File: config.mk
export PLATFORM = sky130hd
export DESIGN_NAME = evs_top
export DESIGN_NICKNAME = d
export VERILOG_FILES = /design/src/evs_sync2.v /design/src/evs_top.v
export VERILOG_INCLUDE_DIRS = /design/src
export SDC_FILE = /design/constraint.sdc
export NUM_CORES = 1
export LEC_CHECK = 0
export ABC_AREA = 1
export BUFFER_PORTS_ARGS = -buffer_cell sky130_fd_sc_hd__buf_2
export CAP_MARGIN = 10
export CORE_MARGIN = 2
export CORE_UTILIZATION = 35
export DETAILED_ROUTE_END_ITERATION = 8
export GPL_TIMING_DRIVEN = 0
export PLACE_DENSITY = 0.62
export RECOVER_POWER = 100
export SKIP_LAST_GASP = 1
export SLEW_MARGIN = 10
export SYNTH_ARGS = -nofsm -noshare
export SYNTH_HDL_FRONTEND = slang
export SYNTH_HIERARCHICAL = 1
export SYNTH_SLANG_ARGS = --single-unit
File: constraint.sdc
create_clock -name clk_i -period 4.7 [get_ports clk_i]
set_input_delay 0.94 -clock clk_i [delete_from_list [all_inputs] [get_ports clk_i]]
set_output_delay 0.94 -clock clk_i [all_outputs]
set_load 0.03 [all_outputs]
File: src/evs_defines.vh
// Constants for the event status word block: register map, field
// positions, reset values and counting-mode codes.
// Assumes it is included by bare name from the top module and the testbench.
`ifndef EVS_DEFINES_VH
`define EVS_DEFINES_VH

// ****************************************************************
// Register byte offsets (one aligned 32-bit word each)
// ****************************************************************
`define EVS_OFS_RECORD     8'h00
`define EVS_OFS_LIVE       8'h04
`define EVS_OFS_CTRL       8'h08
`define EVS_OFS_IRQ_STAT   8'h0c
`define EVS_OFS_IRQ_MASK   8'h10
`define EVS_OFS_TALLY      8'h14

// ****************************************************************
// Status word field positions (RECORD and LIVE share them)
// ****************************************************************
`define EVS_B_RUN          0
`define EVS_B_LINK_LOST    1
`define EVS_B_DIAG         2
`define EVS_B_SYNC_LOCK    3
`define EVS_B_SYNC_LOST    4
`define EVS_B_BAD_DATA     5
`define EVS_B_EV_LOST      6
`define EVS_B_PENDING      7
`define EVS_CNT_LSB        8
`define EVS_CNT_MSB        15

// ****************************************************************
// Control register fields
// ****************************************************************
`define EVS_C_LINK_UP      0
`define EVS_C_ACK          1
`define EVS_C_MODE_LSB     2
`define EVS_C_MODE_MSB     4

// ****************************************************************
// Interrupt status and mask bits
// ****************************************************************
`define EVS_I_CAPTURE      0
`define EVS_I_DROP         1
`define EVS_I_DIAG_CHG     2
`define EVS_I_WIDTH        3

// ****************************************************************
// Counting-mode codes; only the quadrature ones use the tally
// ****************************************************************
`define EVS_MODE_PULSE     3'h0
`define EVS_MODE_X1        3'h1
`define EVS_MODE_X2        3'h2
`define EVS_MODE_X4        3'h3

// ****************************************************************
// Reset values, counter wrap value and AHB encodings
// ****************************************************************
`define EVS_CNT_RST        8'h00
`define EVS_CNT_WRAP       8'h01
`define EVS_IRQ_RST        3'h0
`define EVS_CTRL_RST       4'h0
`define EVS_HTRANS_NONSEQ  1'b1
`define EVS_HRESP_OKAY     1'b0

`endif

File: src/evs_sync2.v
// Two-flop synchroniser for inputs that arrive from off-chip pins.
// Assumes one clock domain; the first stage is read only by the second.
`timescale 1ns/1ps

module evs_sync2
#(
  parameter WIDTH = 1                  // Number of bits carried
)
(
  // Clock, reset and enable
  input  wire             clk_i,
  input  wire             rst_n_i,
  input  wire             ce_i,
  // Asynchronous input and synchronised output
  input  wire [WIDTH-1:0] async_i,
  output wire [WIDTH-1:0] sync_o
);

  reg [WIDTH-1:0] meta_q;              // First stage, may go metastable
  reg [WIDTH-1:0] sync_q;              // Second stage, safe to use

  // ****************************************************************
  // Synchroniser stages
  // ****************************************************************
  // Both stages freeze with the enable so a stalled block sees no
  // half-moved value
  always @(posedge clk_i)
  begin
    if (!rst_n_i)
    begin
      meta_q <= {WIDTH{1'b0}};
      sync_q <= {WIDTH{1'b0}};
    end
    else if (ce_i)
    begin
      meta_q <= async_i;
      sync_q <= meta_q;
    end
  end

  assign sync_o = sync_q;

endmodule

File: src/evs_top.v
// Event status word: builds and holds the status part of the event
// record, with an AHB-Lite register slave and one interrupt line.
// Assumes pins run_state_i and the diagnostic inputs are asynchronous;
// the trigger, acknowledge and sync inputs come from logic on clk_i.
//
// Summary of operation
// - Capture run state at trigger: 0 idle, 1 run
// - Drive link-lost flag 0 while connected
// - Diagnostic-present is 1 while any diagnostic active
// - Time-sync-locked is 1 while synchronised to master
// - Time-sync-lost set on timeout after prior lock
// - Count each diagnostic set and clear transition
// - Counter resets to zero, wraps 255 to 1
// - Bad-data flag follows its cause, self-clearing
// - Bad data when tally nonzero in quadrature modes
// - Event-lost flag set when unacknowledged event dropped
//
// Design decisions made here: the placing of the registers and register access over AHB-Lite.
`timescale 1ns/1ps
`include "evs_defines.vh"

module evs_top
#(
  parameter DIAG_W  = 8,               // Number of diagnostic conditions
  parameter TALLY_W = 16               // Width of the phase error tally
)
(
  // Clock, reset and enable
  input  wire               clk_i,
  input  wire               rst_n_i,
  input  wire               ce_i,
  // Pins and neighbouring logic
  input  wire               run_state_i,
  input  wire [DIAG_W-1:0]  diag_cond_i,
  input  wire               sync_locked_i,
  input  wire               sync_timeout_i,
  input  wire [TALLY_W-1:0] phase_error_tally_i,
  input  wire               other_bad_i,
  // Event trigger and acknowledge from the controller side
  input  wire               event_trig_i,
  input  wire               event_ack_i,
  // Latched event record
  output reg                run_state_flag_o,
  output reg                link_lost_flag_o,
  output reg                diag_present_flag_o,
  output reg                time_sync_locked_o,
  output reg                time_sync_lost_o,
  output reg  [7:0]         diag_change_counter_o,
  output reg                bad_data_flag_o,
  output reg                event_lost_flag_o,
  output wire               event_pending_o,
  // Interrupt
  output wire               irq_o,
  // AHB-Lite slave
  input  wire               hsel_i,
  input  wire [7:0]         haddr_i,
  input  wire [1:0]         htrans_i,
  input  wire               hwrite_i,
  input  wire [2:0]         hsize_i,
  input  wire [31:0]        hwdata_i,
  input  wire               hready_i,
  output wire               hreadyout_o,
  output wire               hresp_o,
  output wire [31:0]        hrdata_o
);

  // ****************************************************************
  // Declarations
  // ****************************************************************
  wire              run_sync;          // Run state after synchroniser
  wire [DIAG_W-1:0] diag_sync;         // Diagnostics after synchroniser
  reg  [DIAG_W-1:0] diag_prev_q;       // Diagnostics one cycle ago
  reg  [7:0]        cnt_q;             // Live diagnostic change counter
  reg  [7:0]        cnt_d;             // Next counter value
  reg  [8:0]        cnt_sum;           // Counter plus changes, with carry
  reg  [7:0]        n_chg;             // Number of changed conditions
  reg               ever_locked_q;     // Lock has been reached once
  reg               sync_lost_q;       // Lock lost through timeout
  reg               pending_q;         // Record held, not yet acked
  reg               drop_q;            // An event was discarded
  reg               link_up_q;         // Connection established
  reg  [2:0]        mode_q;            // Counting mode
  reg  [`EVS_I_WIDTH-1:0] irq_stat_q;  // Sticky interrupt status
  reg  [`EVS_I_WIDTH-1:0] irq_mask_q;  // Interrupt enables
  reg  [`EVS_I_WIDTH-1:0] irq_ev;      // Interrupt events this cycle
  reg  [31:0]       rdata_q;           // Registered read data
  reg  [31:0]       rdata_d;           // Read data for the next phase
  reg               wr_pend_q;         // Write data phase in progress
  reg  [7:0]        wr_addr_q;         // Address of that write
  wire              live_diag;         // Any diagnostic active now
  wire              quad_mode;         // Mode uses the phase tally
  wire              live_bad;          // Data untrustworthy now
  wire              accept;            // Trigger taken into the record
  wire              drop;              // Trigger discarded
  wire              sw_ack;            // Software acknowledge pulse
  wire              ack;               // Any acknowledge
  wire              addr_ok;           // Valid address phase this edge
  wire [15:0]       live_word;         // Current status, unlatched
  wire [15:0]       rec_word;          // Latched record as a word
  integer           i;                 // Loop index for change count

  // ****************************************************************
  // Input synchronisers
  // ****************************************************************
  // Run state and diagnostics come straight from pins
  evs_sync2 #(.WIDTH(DIAG_W + 1)) u_sync
  (
    .clk_i   (clk_i),
    .rst_n_i (rst_n_i),
    .ce_i    (ce_i),
    .async_i ({run_state_i, diag_cond_i}),
    .sync_o  ({run_sync, diag_sync})
  );

  // ****************************************************************
  // Live status terms
  // ****************************************************************
  assign live_diag = |diag_sync;
  // Tally only means something when counting quadrature
  assign quad_mode = (mode_q == `EVS_MODE_X1) ||
                     (mode_q == `EVS_MODE_X2) ||
                     (mode_q == `EVS_MODE_X4);
  // Level with no memory, so it drops as soon as the cause goes
  assign live_bad  = (quad_mode && (|phase_error_tally_i)) ||
                     other_bad_i;

  // ****************************************************************
  // Diagnostic change counter, next value
  // ****************************************************************
  // Several conditions may change in one cycle; each counts once.
  // On carry out of bit 7 the zero slot is skipped by adding one.
  always @*
  begin
    n_chg = 8'h00;
    for (i = 0; i < DIAG_W; i = i + 1)
      n_chg = n_chg + {7'h00, diag_sync[i] ^ diag_prev_q[i]};
    cnt_sum = {1'b0, cnt_q} + {1'b0, n_chg};
    if (cnt_sum[8])
      cnt_d = cnt_sum[7:0] + `EVS_CNT_WRAP;
    else
      cnt_d = cnt_sum[7:0];
  end

  // ****************************************************************
  // Counter, diagnostic history and time sync state
  // ****************************************************************
  always @(posedge clk_i)
  begin
    if (!rst_n_i)
    begin
      cnt_q         <= `EVS_CNT_RST;
      diag_prev_q   <= {DIAG_W{1'b0}};
      ever_locked_q <= 1'b0;
      sync_lost_q   <= 1'b0;
    end
    else if (ce_i)
    begin
      cnt_q       <= cnt_d;
      diag_prev_q <= diag_sync;
      // Remember a lock so that a later timeout can be told apart
      if (sync_locked_i)
        ever_locked_q <= 1'b1;
      // Regaining lock ends the lost state
      if (sync_locked_i)
        sync_lost_q <= 1'b0;
      else if (sync_timeout_i && ever_locked_q)
        sync_lost_q <= 1'b1;
    end
  end

  // ****************************************************************
  // Event acceptance
  // ****************************************************************
  assign sw_ack  = wr_pend_q && (wr_addr_q == `EVS_OFS_CTRL) &&
                   hwdata_i[`EVS_C_ACK];
  assign ack     = event_ack_i || sw_ack;
  // An ack in the trigger cycle frees the slot for that trigger
  assign accept  = event_trig_i && (!pending_q || ack);
  assign drop    = event_trig_i && pending_q && !ack;

  // ****************************************************************
  // Event record latch
  // ****************************************************************
  // All fields load on the same edge, so the host never sees a mix
  // of two events
  always @(posedge clk_i)
  begin
    if (!rst_n_i)
    begin
      run_state_flag_o      <= 1'b0;
      link_lost_flag_o      <= 1'b0;
      diag_present_flag_o   <= 1'b0;
      time_sync_locked_o    <= 1'b0;
      time_sync_lost_o      <= 1'b0;
      diag_change_counter_o <= `EVS_CNT_RST;
      bad_data_flag_o       <= 1'b0;
      event_lost_flag_o     <= 1'b0;
      pending_q             <= 1'b0;
      drop_q                <= 1'b0;
    end
    else if (ce_i)
    begin
      if (accept)
      begin
        run_state_flag_o      <= run_sync;
        // Zero while connected; the host replaces it otherwise
        link_lost_flag_o      <= !link_up_q;
        diag_present_flag_o   <= live_diag;
        time_sync_locked_o    <= sync_locked_i;
        time_sync_lost_o      <= sync_lost_q;
        diag_change_counter_o <= cnt_q;
        bad_data_flag_o       <= live_bad;
        event_lost_flag_o     <= drop_q;
        pending_q             <= 1'b1;
        drop_q                <= 1'b0;
      end
      else
      begin
        if (ack)
          pending_q <= 1'b0;
        if (drop)
          drop_q <= 1'b1;
      end
    end
  end

  assign event_pending_o = pending_q;

  // ****************************************************************
  // Interrupt status and output
  // ****************************************************************
  always @*
  begin
    irq_ev                   = {`EVS_I_WIDTH{1'b0}};
    irq_ev[`EVS_I_CAPTURE]   = accept;
    irq_ev[`EVS_I_DROP]      = drop;
    irq_ev[`EVS_I_DIAG_CHG]  = |(diag_sync ^ diag_prev_q);
  end

  // Write-one-to-clear; a new event in the same cycle wins
  always @(posedge clk_i)
  begin
    if (!rst_n_i)
      irq_stat_q <= `EVS_IRQ_RST;
    else if (ce_i)
    begin
      if (wr_pend_q && (wr_addr_q == `EVS_OFS_IRQ_STAT))
        irq_stat_q <= (irq_stat_q &
                       ~hwdata_i[`EVS_I_WIDTH-1:0]) | irq_ev;
      else
        irq_stat_q <= irq_stat_q | irq_ev;
    end
  end

  assign irq_o = |(irq_stat_q & irq_mask_q);

  // ****************************************************************
  // Status words for reading
  // ****************************************************************
  assign live_word = {cnt_q, pending_q, drop_q, live_bad, sync_lost_q,
                      sync_locked_i, live_diag, !link_up_q, run_sync};
  assign rec_word  = {diag_change_counter_o, pending_q,
                      event_lost_flag_o, bad_data_flag_o,
                      time_sync_lost_o, time_sync_locked_o,
                      diag_present_flag_o, link_lost_flag_o,
                      run_state_flag_o};

  // ****************************************************************
  // AHB-Lite slave
  // ****************************************************************
  // No wait states of its own; a low enable stalls the bus instead
  // of letting a transfer slip past frozen registers
  assign addr_ok     = hsel_i && htrans_i[1] == `EVS_HTRANS_NONSEQ &&
                       hready_i;
  assign hreadyout_o = ce_i;
  assign hresp_o     = `EVS_HRESP_OKAY;
  assign hrdata_o    = rdata_q;

  // Read mux; unmapped addresses read as zero
  always @*
  begin
    rdata_d = 32'h0000_0000;
    case (haddr_i)
      `EVS_OFS_RECORD:   rdata_d = {16'h0000, rec_word};
      `EVS_OFS_LIVE:     rdata_d = {16'h0000, live_word};
      `EVS_OFS_CTRL:     rdata_d = {27'h0000000, mode_q, 1'b0, link_up_q};
      `EVS_OFS_IRQ_STAT: rdata_d = {29'h00000000, irq_stat_q};
      `EVS_OFS_IRQ_MASK: rdata_d = {29'h00000000, irq_mask_q};
      `EVS_OFS_TALLY:    rdata_d = {{(32-TALLY_W){1'b0}},
                                    phase_error_tally_i};
      default:           rdata_d = 32'h0000_0000;
    endcase
  end

  // Address phase capture, read data and register writes
  always @(posedge clk_i)
  begin
    if (!rst_n_i)
    begin
      wr_pend_q  <= 1'b0;
      wr_addr_q  <= 8'h00;
      rdata_q    <= 32'h0000_0000;
      link_up_q  <= 1'b0;
      mode_q     <= `EVS_MODE_PULSE;
      irq_mask_q <= `EVS_IRQ_RST;
    end
    else if (ce_i)
    begin
      // Data phase of a write: control and mask take the data
      if (wr_pend_q)
      begin
        if (wr_addr_q == `EVS_OFS_CTRL)
        begin
          link_up_q <= hwdata_i[`EVS_C_LINK_UP];
          mode_q    <= hwdata_i[`EVS_C_MODE_MSB:`EVS_C_MODE_LSB];
        end
        if (wr_addr_q == `EVS_OFS_IRQ_MASK)
          irq_mask_q <= hwdata_i[`EVS_I_WIDTH-1:0];
      end
      // New address phase
      wr_pend_q <= addr_ok && hwrite_i;
      wr_addr_q <= {haddr_i[7:2], 2'b00};
      if (addr_ok && !hwrite_i)
        rdata_q <= rdata_d;
    end
  end

endmodule

==> flow_summary.toml, run 1 <==
[status]
status = "complete, no violations"

[clock_tree]
clk_pin_slew_worst_paths_ns = 0.07
worstSkewPairLatency_ns = 0.35
htree_levels = 3
cts_buffers = 9
cts_setup_buffers = 0
clock-sinks = 86
cts_buffer_depth = 2
postCtsHoldBufs = 0
cts_tree = "yes"
cts_resized = 0
cts_root_buffer = "clkbuf_16"

[logic_synthesis]
synth_flop_cell = "dfxtp_1"
synth_area_leaders = "dfxtp_1, nand2_1, nor2_1"
synth_edf_count = 0
async_flop_share_pct = 0
ys_seq_elements = 86
ys.warnings.count = 6
syn_avg_cell_area_um2 = 6.886
yosysTopAreaCell = "dfxtp_1"
syn_area_um2 = 4552
synth_top_area_share_pct = 37.82
synth_cell_types = 38
seq_area_frac_synth_pct = 37.82
syn_inst = 661

[sta]
worst_pin_slew_ns = 1.015
finalHoldViolCount = 0
rsz0062_at_grt = "false"
max_freq_mhz = 243.9
slew_headroom_pct = 31.79
drv_slew = 0
fin_skew_ns = 0.01185
setup_tns_ns = 0
fin_crit_sh_pct = 87.22
finalSetupViolCount = 0
period_needed_ns = 4.099

[finish]
final_layout_size_suffix_gt1_share_pct = 14.32
design_area_um2 = 5475
area_growth_pct = 20.29
num-nets-final = 863
antenna_cells = 0
nFillCells = 1412
stdcell_count = 947

[placement]
placed_cells = 931
gp_congestion = 0.8291
io_buffers = 82
place_area_um2 = 5238
dpl.hpwl_um = 8749

[critical_path]
reg2reg_depth = 16
crit_required_ns = 4.95
critPathArrivalTime_ns = 4.35
critPathLaunchType = "flop"
path_max_fanout = 4
endpoint_kind = "flop"
path_class = "reg -> reg"

[die]
core_um2 = 12670
io_pins = 132
die_area_um2 = 13930
rows = 41
die_y_um = 118.0
die_w_um = 118.0
start_util_pct = 35.92

[power]
p_leak_nw = 2.553
ir_drop_uv = 244.3
pwr_density_cell_nw_per_um2 = 385.1

[job]
cap_violations = 0

[grt]
track_usage_pct = 16.30
grt_max_degree = 17
antenna_found_initial = 0
grt_pass1_vias = 3778
overflow = 0
grt_pass1_wl_um = 18180

[detailed_routing]
firstDrtPassIters = 4
via_count = 4210
wl_um = 11170
drc = 0
avgViaCountPerCell = 4.446
drtIter0Drc = 200
wire_per_inst_um = 11.80
antenna_left = 0

[min_path]
min_delay_path_depth = 2
hold_path.class = "reg -> reg"
[worst paths after layout]
path / start / to / slack [ns]
worst max-delay path: u_sync/sync_o[0]$_SDFFE_PN0P_ / cnt_q[2]$_SDFFE_PN0P_ / 0.60
worst min-delay path: hrdata_o[10]$_SDFFE_PN0P_ / hrdata_o[10]$_SDFFE_PN0P_ / 0.47
worst max register to register: u_sync/sync_o[0]$_SDFFE_PN0P_ / cnt_q[2]$_SDFFE_PN0P_ / 0.60
worst min register to register: hrdata_o[10]$_SDFFE_PN0P_ / hrdata_o[10]$_SDFFE_PN0P_ / 0.47
[stage by stage]
stage | hold slack (ns) | power, mW | worst slack [ns] | utilization, %
2_1_floorplan | 0.4398 | 1.225 | 0.9071 | -
3_3_place_gp | 0.4516 | 1.345 | 0.6067 | 41.34
3_5_place_dp | 0.4527 | 1.351 | 0.6244 | 41.34
4_1_cts | 0.4634 | 2.141 | 0.6145 | 43.94
5_1_grt | 0.4847 | 2.254 | 0.3070 | 43.21
6_report | 0.4652 | 2.108 | 0.6007 | 43.21
[where the power goes]
group	leakage (nW)	total, mW	switching (mW)	internal [mW]
clock	0.159	0.789	0.315	0.474
combinational	1.69	0.500	0.305	0.195
sequential	0.706	0.820	0.0448	0.775
[registers in the layout (all words and copies together), names as in the netlist, 3 cells and up]
register	flops
cnt_q	8
diag_change_counter_o	8
diag_prev_q	8
hrdata_o	16
irq_mask_q	3
irq_stat_q	3
mode_q	3
u_sync/meta_q	9
u_sync/sync_o	9
wr_addr_q	6
[layout by cell type, fill, tap and decap left out, drive strengths merged, types with 5 or more instances in the layout]
master,instances
nand2,170
nor2,112
dfxtp,86
inv,74
buf,74
clkbuf,59
o21ai,50
a21oi,43
nand3,40
conb,17
nor3,9
xor2,8
ha,7
xnor2,6
fa,5
[area by class of cell]
type	instances	area, µm²	share of cell area (%)
plain buffers	42	291.5	5.325
clock buffers	9	225.2	4.113
clock inverters	7	105.1	1.920
inverters	75	285.3	5.210
multi-input cells	474	2265	41.36
flip-flops and latches	86	1722	31.44
well taps	172	215.2	3.931
repair buffers	82	366.6	6.696
[cell families after synthesis]
kind of cell / Yosys count / share of synthesized area [%]
buf+inv: 117 / 13.22
fa+ha+maj: 12 / 4.123
other cells: 1 / 0.08238
compound gates: 98 / 11.13
flops: 86 / 37.82
simple gates: 333 / 30.92
xor+xnor: 14 / 2.694
[Yosys cell counts, types with 2 or more instances]
| cell type | instances |
|---|---|
| ha_1 | 7 |
| nor2_2 | 2 |
| a21oi_1 | 43 |
| o211ai_1 | 2 |
| nand3_1 | 38 |
| buf_4 | 22 |
| dfxtp_1 | 86 |
| nor2_1 | 106 |
| nand2_2 | 4 |
| xor2_1 | 8 |
| inv_2 | 7 |
| xnor2_1 | 6 |
| inv_1 | 65 |
| nand2_1 | 165 |
| o21ai_0 | 36 |
| nor3_1 | 6 |
| fa_1 | 5 |
| buf_2 | 2 |
| nor2_4 | 4 |
| o21ai_1 | 13 |
| clkbuf_1 | 10 |
| nor3_2 | 2 |
| buf_6 | 7 |
[per-layer routing]
metal  global-route usage, %  vias up  part of all wire (%)
li1                        -     2260                     -
met1                   20.74     1810                    47
met2                   26.82      120                    45
met3                   3.779       20                   5.9
met4                   6.099        0                   2.1
met5                       0        -                     0
[critical path, cell delays in order, from the launching register on]
cell,delay [ns]
dfxtp_1,0.39
xnor2_1,0.15
inv_1,0.08
fa_1,0.50
fa_1,0.55
inv_1,0.05
fa_1,0.52
fa_1,0.48
fa_1,0.44
o21ai_2,0.22
nand2_1,0.15
inv_1,0.14
nand3_1,0.11
nand3_1,0.10
nand2_1,0.05
nand2_1,0.05
inv_1,0.04
Power figures use the tool's default switching activity.
==> run 2: changes to the inputs <==
--- a/config.mk
+++ b/config.mk
@@ -13,7 +13,6 @@
 export CORE_UTILIZATION = 35
 export DETAILED_ROUTE_END_ITERATION = 8
 export GPL_TIMING_DRIVEN = 0
-export PLACE_DENSITY = 0.62
 export RECOVER_POWER = 100
 export SKIP_LAST_GASP = 1
 export SLEW_MARGIN = 10
==> constraint.sdc (replaced) <==
create_clock -name clk_i -period 4.31 [get_ports clk_i]
set_input_delay 0.862 -clock clk_i [delete_from_list [all_inputs] [get_ports clk_i]]
set_output_delay 0.862 -clock clk_i [all_outputs]
set_load 0.03 [all_outputs]
==> run 2 against run 1 <==
Compared with the run above: register-to-register slack worse by 0.32 ns; non-clock buffer count stayed put; flip-flop and latch count is the same; first-iteration DRC count grew 28%; setup slack got worse by 0.32 ns; maximum frequency grew 1.8%; cell area down 0.34%.
==> flow_summary.toml, run 2 (synthesis results as in run 1) <==
[finish]
final_layout_size_suffix_gt1_share_pct = 14.47
largest_reg_flops = 16
nFillCells = 1402
mostFrequentLayoutCell = "nand2_1"
design_area_um2 = 5456
mostFrequentLayoutCells = "nand2_1, nor2_1, dfxtp_1"
area_growth_pct = 19.87
num-nets-final = 863

[placement]
dpl_worst_slack_ns = 0.2138
dpl.hpwl_um = 8823
io_buffers = 82
gp_congestion = 0.8817
place_area_um2 = 5238

[sta]
fin_skew_ns = 0.008188
fin_ws_ns = 0.2848
period_needed_ns = 4.025
slew_headroom_pct = 40.63
fin_crit_sh_pct = 93.39
rsz0062_at_grt = "false"
setup_tns_ns = 0
worst_pin_slew_ns = 0.8837
max_freq_mhz = 248.4
finalHoldViolCount = 0
drv_slew = 0
finalSetupViolCount = 0

[die]
die_y_um = 118.0
core_um2 = 12670
start_util_pct = 35.92
rows = 41
die_area_um2 = 13930
die_w_um = 118.0
io_pins = 132

[critical_path]
endpoint_kind = "flop"
crit_required_ns = 4.52
critPathLaunchType = "flop"
path_class = "reg -> reg"
critPathArrivalTime_ns = 4.23
path_max_fanout = 4

[detailed_routing]
firstDrtPassIters = 4
via_count = 4164
wire_per_inst_um = 11.86
drc = 0
wl_um = 11230
drtIter0Drc = 257
avgViaCountPerCell = 4.397
antenna_left = 0

[clock_tree]
postCtsHoldBufs = 0
clk_pin_slew_worst_paths_ns = 0.06
cts_buffers = 9
worstSkewPairLatency_ns = 0.35
htree_levels = 3
cts_root_buffer = "clkbuf_16"
cts_tree = "yes"
clock-sinks = 86
cts_buffer_depth = 2

[grt]
grt_pass1_vias = 3865
antenna_found_initial = 0
overflow = 0
grt_max_degree = 15
track_usage_pct = 16.50
grt_pass1_wl_um = 18660

[power]
pwr_density_cell_nw_per_um2 = 415.7
p_leak_nw = 2.540
ir_drop_uv = 261.7

[status]
status = "complete, no violations"

[job]
cap_violations = 0

[min_path]
hold_path.class = "reg -> reg"
[run 2: cell type report]
class	count	area [µm²]	area share, %
Antenna cell	1	2.502	0.04586
Buffer	42	282.8	5.182
Clock buffer	10	229.0	4.196
Clock inverter	5	85.08	1.559
Inverter	75	285.3	5.228
Multi-Input combinational cell	474	2267	41.55
Sequential cell	86	1723	31.58
Tap cell	172	215.2	3.944
Timing Repair Buffer	82	366.6	6.719
[run 2: per-stage QoR]
stage               cells  total power, mW  util, %  hold WS (ns)
CTS                   946            2.301    43.81        0.4647
global route          946            2.405    43.04        0.4909
finish                947            2.268    43.06        0.4677
detailed placement    931            1.472    41.34        0.4551
global placement      931            1.467    41.34        0.4515
floorplan             677            1.336        -        0.4398
[run 2: critical path: stages, from the launching register on]
cell	delay, ns
dfxtp_2	0.35
xnor2_1	0.19
inv_1	0.08
fa_1	0.50
fa_1	0.55
inv_1	0.06
fa_1	0.51
fa_1	0.48
fa_1	0.43
xnor2_1	0.25
nand3_1	0.10
nor2_1	0.15
xor2_1	0.16
a21oi_1	0.08
[run 2: metal layers]
metal	global-route usage [%]	routed length, µm
met1	21.39	5501
met2	27.14	4984
met3	4.167	603
met4	4.669	142
met5	0	0
[run 2: worst paths after layout]
check / startpoint / end / cells after the start / slack, ns
hold / removal: u_sync/meta_q[5]$_SDFFE_PN0P_ / u_sync/meta_q[5]$_SDFFE_PN0P_ / 2 / 0.47
setup / recovery: u_sync/sync_o[0]$_SDFFE_PN0P_ / cnt_q[3]$_SDFFE_PN0P_ / 13 / 0.28
setup reg to reg: u_sync/sync_o[0]$_SDFFE_PN0P_ / cnt_q[3]$_SDFFE_PN0P_ / 13 / 0.28
hold reg to reg: u_sync/meta_q[5]$_SDFFE_PN0P_ / u_sync/meta_q[5]$_SDFFE_PN0P_ / 2 / 0.47
[run 2: power by group]
part	internal, mW	switching, mW	total (mW)	leakage (nW)
Clock	0.506	0.321	0.827	0.149
Combinational	0.212	0.333	0.545	1.69
Sequential	0.846	0.0502	0.896	0.706
Total	1.56	0.704	2.27	2.54
[run 2: repair_timing]
item | in CTS | in global routing
setup endpoints to repair | 0 | 3
resized for setup | 0 | 2
buffers inserted | 0 | 0
